`config.mk`:
```
export PLATFORM = sky130hd
export DESIGN_NAME = sdec_capture
export DESIGN_NICKNAME = d
export VERILOG_FILES = /design/src/sdec_pkg.sv /design/src/sdec_capture.sv
export SDC_FILE = /design/constraint.sdc
export NUM_CORES = 1
export LEC_CHECK = 0
export ABC_AREA = 1
export CORE_ASPECT_RATIO = 2
export CORE_MARGIN = 1
export CORE_UTILIZATION = 60
export CTS_CLUSTER_DIAMETER = 60
export CTS_CLUSTER_SIZE = 28
export DETAILED_ROUTE_END_ITERATION = 8
export DONT_BUFFER_PORTS = 1
export GPL_ROUTABILITY_DRIVEN = 0
export PLACE_DENSITY_LB_ADDON = 0.3
export SYNTH_ARGS = -nofsm -noshare
export SYNTH_HDL_FRONTEND = slang
export SYNTH_SLANG_ARGS = --single-unit
export TNS_END_PERCENT = 20
```
`constraint.sdc`:
```
create_clock -name clock_i -period 1.69 [get_ports clock_i]
set_input_delay 0.0845 -clock clock_i [delete_from_list [all_inputs] [get_ports clock_i]]
set_output_delay 0.0845 -clock clock_i [all_outputs]
set_load 0.01 [all_outputs]
```
`src/sdec_pkg.sv`:
```
package sdec_pkg;

    // Register indices as printed; byte address is four times the index
    localparam logic [15:0] MASK_INDEX = 16'h1880;
    localparam logic [15:0] STATUS_INDEX = 16'h1881;
    localparam logic [17:0] MASK_ADDR = {MASK_INDEX, 2'b00};
    localparam logic [17:0] STATUS_ADDR = {STATUS_INDEX, 2'b00};

    // Status and mask field positions
    localparam int PEND_BIT = 0;
    localparam int A_VALID_BIT = 1;
    localparam int A_PORT_LSB = 2;
    localparam int A_REASON_LSB = 4;
    localparam int B_VALID_BIT = 8;
    localparam int B_PORT_LSB = 9;
    localparam int B_REASON_LSB = 11;
    localparam int MASK_BIT = 0;

    localparam logic MASK_RESET = 1'b1;

    // Drop reason codes
    localparam logic [3:0] RSN_UNTAGGED = 4'h0;
    localparam logic [3:0] RSN_UNK_NONMEMBER = 4'h1;
    localparam logic [3:0] RSN_KNOWN_SRC_BLOCKED = 4'h2;
    localparam logic [3:0] RSN_KNOWN_DST_BLOCKED = 4'h3;
    localparam logic [3:0] RSN_KNOWN_DST_NONMEMBER = 4'h4;
    localparam logic [3:0] RSN_KNOWN_SRC_NONMEMBER = 4'h5;
    localparam logic [3:0] RSN_UNICAST_MISS = 4'h6;
    localparam logic [3:0] RSN_MULTICAST_MISS = 4'h7;
    localparam logic [3:0] RSN_BCAST_THROTTLE = 4'h8;
    localparam logic [3:0] RSN_UNK_SRC_BLOCKED = 4'h9;
    localparam logic [3:0] RSN_SAME_PORT = 4'hA;
    localparam logic [3:0] RSN_FILTERED = 4'hB;
    localparam logic [3:0] RSN_VID_ALL_ONES = 4'hE;

    // Drop cause flags from the forwarding logic
    typedef struct packed {
        logic untagged_refused;
        logic unknown_nonmember;
        logic known_src_blocked;
        logic known_dst_blocked;
        logic known_dst_nonmember;
        logic known_src_nonmember;
        logic unicast_miss;
        logic multicast_miss;
        logic bcast_throttled;
        logic unknown_src_blocked;
        logic same_port;
        logic filtered;
        logic vid_all_ones;
    } sdec_cause_s;

    typedef struct packed {
        logic [3:0] reason;
        logic [1:0] port;
        logic valid;
    } sdec_slot_s;

    typedef struct packed {
        sdec_slot_s b;
        sdec_slot_s a;
        logic pending;
    } sdec_status_s;

endpackage

```
`src/sdec_capture.sv`:
```
// Chosen here: the APB slave port.
`timescale 1ns/1ps
module sdec_capture (
    // Clock and reset
    input wire logic clock_i,
    input wire logic resetn_i,
    // APB slave
    input wire logic psel_i,
    input wire logic penable_i,
    input wire logic pwrite_i,
    input wire logic [17:0] paddr_i,
    input wire logic [31:0] pwdata_i,
    output logic [31:0] prdata_o,
    output logic pready_o,
    output logic pslverr_o,
    // Drop events from the forwarding logic
    input wire logic drop_valid_i,
    input wire logic [1:0] drop_port_i,
    input wire sdec_pkg::sdec_cause_s drop_cause_i,
    // Interrupt towards the system aggregator
    output logic irq_o
);

    sdec_pkg::sdec_status_s status;
    sdec_pkg::sdec_status_s snap;
    sdec_pkg::sdec_status_s next_status;
    sdec_pkg::sdec_slot_s new_slot;
    logic mask;
    logic late;
    logic [3:0] next_reason;
    logic setup;
    logic done;
    logic hit_mask;
    logic hit_status;

    assign setup = psel_i && !penable_i;
    assign done = psel_i && penable_i && pready_o;
    assign hit_mask = (paddr_i == sdec_pkg::MASK_ADDR);
    assign hit_status = (paddr_i == sdec_pkg::STATUS_ADDR);

    function automatic logic [31:0] pack_status(input sdec_pkg::sdec_status_s s);
        logic [31:0] w;
        w = 32'h0000_0000;
        w[sdec_pkg::PEND_BIT] = s.pending;
        w[sdec_pkg::A_VALID_BIT] = s.a.valid;
        w[sdec_pkg::A_PORT_LSB +: 2] = s.a.port;
        w[sdec_pkg::A_REASON_LSB +: 4] = s.a.reason;
        w[sdec_pkg::B_VALID_BIT] = s.b.valid;
        w[sdec_pkg::B_PORT_LSB +: 2] = s.b.port;
        w[sdec_pkg::B_REASON_LSB +: 4] = s.b.reason;
        return w;
    endfunction

    // Lowest code wins when several causes are flagged at once
    always_comb begin
        next_reason = sdec_pkg::RSN_UNTAGGED;
        if (drop_cause_i.untagged_refused) begin
            next_reason = sdec_pkg::RSN_UNTAGGED;
        end else if (drop_cause_i.unknown_nonmember) begin
            next_reason = sdec_pkg::RSN_UNK_NONMEMBER;
        end else if (drop_cause_i.known_src_blocked) begin
            next_reason = sdec_pkg::RSN_KNOWN_SRC_BLOCKED;
        end else if (drop_cause_i.known_dst_blocked) begin
            next_reason = sdec_pkg::RSN_KNOWN_DST_BLOCKED;
        end else if (drop_cause_i.known_dst_nonmember) begin
            next_reason = sdec_pkg::RSN_KNOWN_DST_NONMEMBER;
        end else if (drop_cause_i.known_src_nonmember) begin
            next_reason = sdec_pkg::RSN_KNOWN_SRC_NONMEMBER;
        end else if (drop_cause_i.unicast_miss) begin
            next_reason = sdec_pkg::RSN_UNICAST_MISS;
        end else if (drop_cause_i.multicast_miss) begin
            next_reason = sdec_pkg::RSN_MULTICAST_MISS;
        end else if (drop_cause_i.bcast_throttled) begin
            next_reason = sdec_pkg::RSN_BCAST_THROTTLE;
        end else if (drop_cause_i.unknown_src_blocked) begin
            next_reason = sdec_pkg::RSN_UNK_SRC_BLOCKED;
        end else if (drop_cause_i.same_port) begin
            next_reason = sdec_pkg::RSN_SAME_PORT;
        end else if (drop_cause_i.filtered) begin
            next_reason = sdec_pkg::RSN_FILTERED;
        end else if (drop_cause_i.vid_all_ones) begin
            next_reason = sdec_pkg::RSN_VID_ALL_ONES;
        end
        // No path yields 1100, 1101 or 1111
    end

    always_comb begin
        new_slot.valid = 1'b1;
        new_slot.port = drop_port_i;
        new_slot.reason = next_reason;
    end

    // Capture and read-clear. A read clears only what its snapshot showed, so
    // an event arriving between snapshot and completion is never lost.
    always_comb begin
        sdec_pkg::sdec_slot_s keep_a;
        sdec_pkg::sdec_slot_s keep_b;
        keep_a = status.a;
        keep_b = status.b;
        next_status = status;
        if (done && !pwrite_i && hit_status) begin
            keep_a = (status.a.valid && !snap.a.valid) ? status.a : '0;
            keep_b = (status.b.valid && !snap.b.valid) ? status.b : '0;
            next_status = '0;
            next_status.pending = late;
            if (keep_a.valid) begin
                next_status.a = keep_a;
                next_status.b = keep_b;
            end else begin
                next_status.a = keep_b;
            end
        end
        // Set wins over clear in the same cycle
        if (drop_valid_i) begin
            next_status.pending = 1'b1;
            if (!next_status.a.valid) begin
                next_status.a = new_slot;
            end else if (!next_status.b.valid) begin
                next_status.b = new_slot;
            end
        end
    end

    always_ff @(posedge clock_i or negedge resetn_i) begin
        if (!resetn_i) begin
            status <= '0;
        end else begin
            status <= next_status;
        end
    end

    // Tracks drops that land after the read snapshot was taken
    always_ff @(posedge clock_i or negedge resetn_i) begin
        if (!resetn_i) begin
            snap <= '0;
            late <= 1'b0;
        end else if (setup) begin
            // A drop on the setup edge is already missing from the snapshot
            snap <= status;
            late <= drop_valid_i;
        end else if (drop_valid_i) begin
            late <= 1'b1;
        end
    end

    always_ff @(posedge clock_i or negedge resetn_i) begin
        if (!resetn_i) begin
            mask <= sdec_pkg::MASK_RESET;
        end else if (done && pwrite_i && hit_mask) begin
            mask <= pwdata_i[sdec_pkg::MASK_BIT];
        end
    end

    // Answer is prepared in the setup cycle so every bus output is a flop
    always_ff @(posedge clock_i or negedge resetn_i) begin
        if (!resetn_i) begin
            pready_o <= 1'b0;
            pslverr_o <= 1'b0;
            prdata_o <= 32'h0000_0000;
        end else if (setup) begin
            pready_o <= 1'b1;
            pslverr_o <= !(hit_mask || hit_status);
            prdata_o <= 32'h0000_0000;
            if (!pwrite_i && hit_status) begin
                prdata_o <= pack_status(status);
            end else if (!pwrite_i && hit_mask) begin
                prdata_o[sdec_pkg::MASK_BIT] <= mask;
            end
        end else begin
            pready_o <= 1'b0;
            pslverr_o <= 1'b0;
        end
    end

    always_ff @(posedge clock_i or negedge resetn_i) begin
        if (!resetn_i) begin
            irq_o <= 1'b0;
        end else begin
            irq_o <= next_status.pending && !mask;
        end
    end

endmodule

```
==> run summary <==
Status -> finished clean
Area growth, synth to finish -> 10.3%
First-pass GRT wire length -> 7.01 mm
Final worst slack -> 0.144 ns
Sequential share of the synthesized area -> 41.3%
Row cnt -> 31
Maxcap violations -> 0
Die area -> 4000 sq um
Post-Synthesis Cells -> 317
Max_slew headroom -> 63.6%
Setup Skew -> 0.00352 ns
Drc violations -> 0
Flop2flop setup slack -> 0.14 ns
Unrepaired setup endpoints after global routing -> false
Register area -> 927 sq um
Clock transition at path regs -> 0.08 ns
Clock root buffer -> clkbuf_8
Final hold vios -> 0
Later-pin clock latency in the skew report -> 0.29 ns
Setup crit end kind -> flop
Final ANT Viol Nets -> 0
Starting Density -> 62.2%
Post-CTS Setup Bufs -> 0
Library cells used by synthesis -> 34
Initial antenna violation count -> 0
Multi-input logic area -> 1050 sq um
Worst EP required -> 1.92 ns
Clk buf depth -> 2
Standby leakage power -> 0.00130 uW
Largest net degree at the start of global routing -> 38
Final Setup Violations -> 0
Core Footprint -> 3610 sq um
Pre-CTS setup slack -> 0.171 ns
TNS Setup -> 0 ns
Mapped Avg Cell Area -> 7.08 sq um
Worst VDD drop -> 0.000669 V
Finished Core Util -> 68.6%
Die width -> 45.3 microns
Crit-path max FO -> 18
Ant. Diodes -> 0
Fillcell total -> 315
Post-Syn Area -> 2240 sq um
Tot GR Track Use -> 24.0%
Synth warn -> 0
Worst hold path type -> input port to flop
Total routed wirelength -> 4.57 mm
Vias per inst -> 5.13
#FFs+latches synth -> 37
Die Height -> 88.5 microns
DP Cell Count -> 362
Tightest Pin Transition -> 0.540 ns
Mean routed wirelength per cell -> 12.0 microns
Share of cells above drive strength 1 -> 9.37%
WS Path Type -> flop to flop
Clock sinks -> 37
DP Wirelength -> 3.37 mm
PortBufs -> 0
Number of global-route vias before repair -> 1766
Nets -> 401
Worst EP arrival -> 1.77 ns
Drt pass-1 iters -> 4
Slew Viols, Final -> 0
CTS Buf Count -> 5
Non-Filler Instances -> 380
Global route overflow -> 0
Period utilisation layout -> 91.5%
Starting DRT DRC Count -> 47
DR vias -> 1948
Fmax -> 647 MHz
Pwr Density -> 826 nW/um^2
Final min period -> 1.55 ns
CTS tree -> yes
Startpoint Class -> flop
CTS H-tree lvls -> 2
Ports -> 106
## timing repair
| item | in CTS | in global routing |
|---|---|---|
| hold buffers | 10 | 0 |
| gates resized for setup | 0 | 0 |
| endpoints found under the setup margin | 0 | 0 |
| endpoints found under the hold margin | 50 | 0 |
## worst max-delay path, cell delays in order (launching register included)
cell     delay [ns]
dfrtp_1        0.41
nand3_1        0.12
nor2_2         0.21
nand3_4        0.13
buf_4          0.22
o31ai_1        0.23
nand2_1        0.08
nand2_1        0.07
## Yosys cell counts
library cell | count | share of area (%)
a211oi_1 | 2 | 0.67
a21oi_1 | 2 | 0.45
buf_2 | 3 | 0.67
buf_4 | 17 | 5.7
buf_6 | 1 | 0.50
clkbuf_1 | 2 | 0.33
clkinv_1 | 1 | 0.17
clkinv_2 | 1 | 0.22
conb_1 | 1 | 0.17
dfrtp_1 | 36 | 40
dfstp_2 | 1 | 1.2
inv_1 | 37 | 6.2
inv_2 | 4 | 0.67
inv_4 | 1 | 0.28
nand2_1 | 128 | 21
nand2_2 | 3 | 0.84
nand2_4 | 1 | 0.50
nand3_1 | 11 | 2.5
nand3_2 | 1 | 0.45
nand3_4 | 2 | 1.6
nand4_1 | 1 | 0.28
nand4_2 | 1 | 0.56
nor2_1 | 15 | 2.5
nor2_2 | 1 | 0.28
nor2_4 | 2 | 1.0
nor3_1 | 6 | 1.3
nor3b_1 | 2 | 0.67
nor4_1 | 1 | 0.28
o211ai_2 | 1 | 0.56
o21ai_0 | 14 | 3.1
o21ai_1 | 10 | 2.2
o311ai_0 | 1 | 0.39
o31ai_1 | 6 | 2.0
or2_1 | 1 | 0.28
## power by group
group / internal, uW / switching [uW] / total [uW]
Sequential: 905 / 13.3 / 918
Clock: 594 / 331 / 925
Combinational: 64.8 / 136 / 201
## path summary, 6_finish.rpt
kind	startpoint	endpoint	depth (start not counted)
setup / recovery	pready_o	status[13]	7
setup reg to reg	pready_o	status[13]	7
min in group asynchronous	resetn_i	prdata_o[14]	2
max in group asynchronous	resetn_i	mask	2
hold / removal	drop_valid_i	status[14]	3
hold reg to reg	status[1]	snap[1]	2
## per-layer routing
metal  part of all wire, %  GRT usage, %  vias up
li1                      -             -      976
met1                    35          22.0      874
met2                    58          47.3       91
met3                   5.7          4.69        7
met4                   1.8          10.2        0
met5                     0             0        -
## cells by family after synthesis
logic type	Yosys count	share of synthesized area, %
and+or+nand+nor	176	34.4
buffers and inverters	67	14.7
DFF	37	41.3
AOI/OAI and AO/OA	36	9.42
other	1	0.167
## cells in the final DEF, fill, tap and decap left out, types with 2 or more instances in the layout
master	instances
nand2_1	128
nand2_2	3
a21oi_1	2
dlygate4sd3_1	9
o31ai_1	6
nor2_1	15
o21ai_0	14
nand3_4	2
dfrtp_1	36
nor2_4	2
nor3_1	6
o21ai_1	10
a211oi_1	2
buf_4	3
conb_1	17
nand3_1	11
clkbuf_8	5
inv_1	37
bufinv_16	2
nor3b_1	2
inv_2	4
## area by class of cell
cell class,count,share of cell area (%)
flip-flops and latches,37,37.5
repair buffers,13,5.36
inverters,44,6.83
multi-input cells,229,42.3
well taps,49,2.48
clock inverters,3,2.78
clock buffers,5,2.78
## sequential cells by signal (all words and copies together), names as in the netlist
register and cells:
late 1, status 15, prdata_o 15, snap 2, mask 1, irq_o 1, pslverr_o 1, pready_o 1
## metrics by stage
stage | power [uW] | cell area, sq um | hold slack, ns
after detailed placement | 1090 | 2230 | -0.210
after global placement | 1090 | 2230 | -0.210
after global routing | 2130 | 2470 | 0.0221
final | 2040 | 2470 | 0.0142
after floorplan | 1090 | 2300 | -0.211
after CTS | 2050 | 2470 | 0.0130
Note: power is estimated with default switching activity, not from simulation.
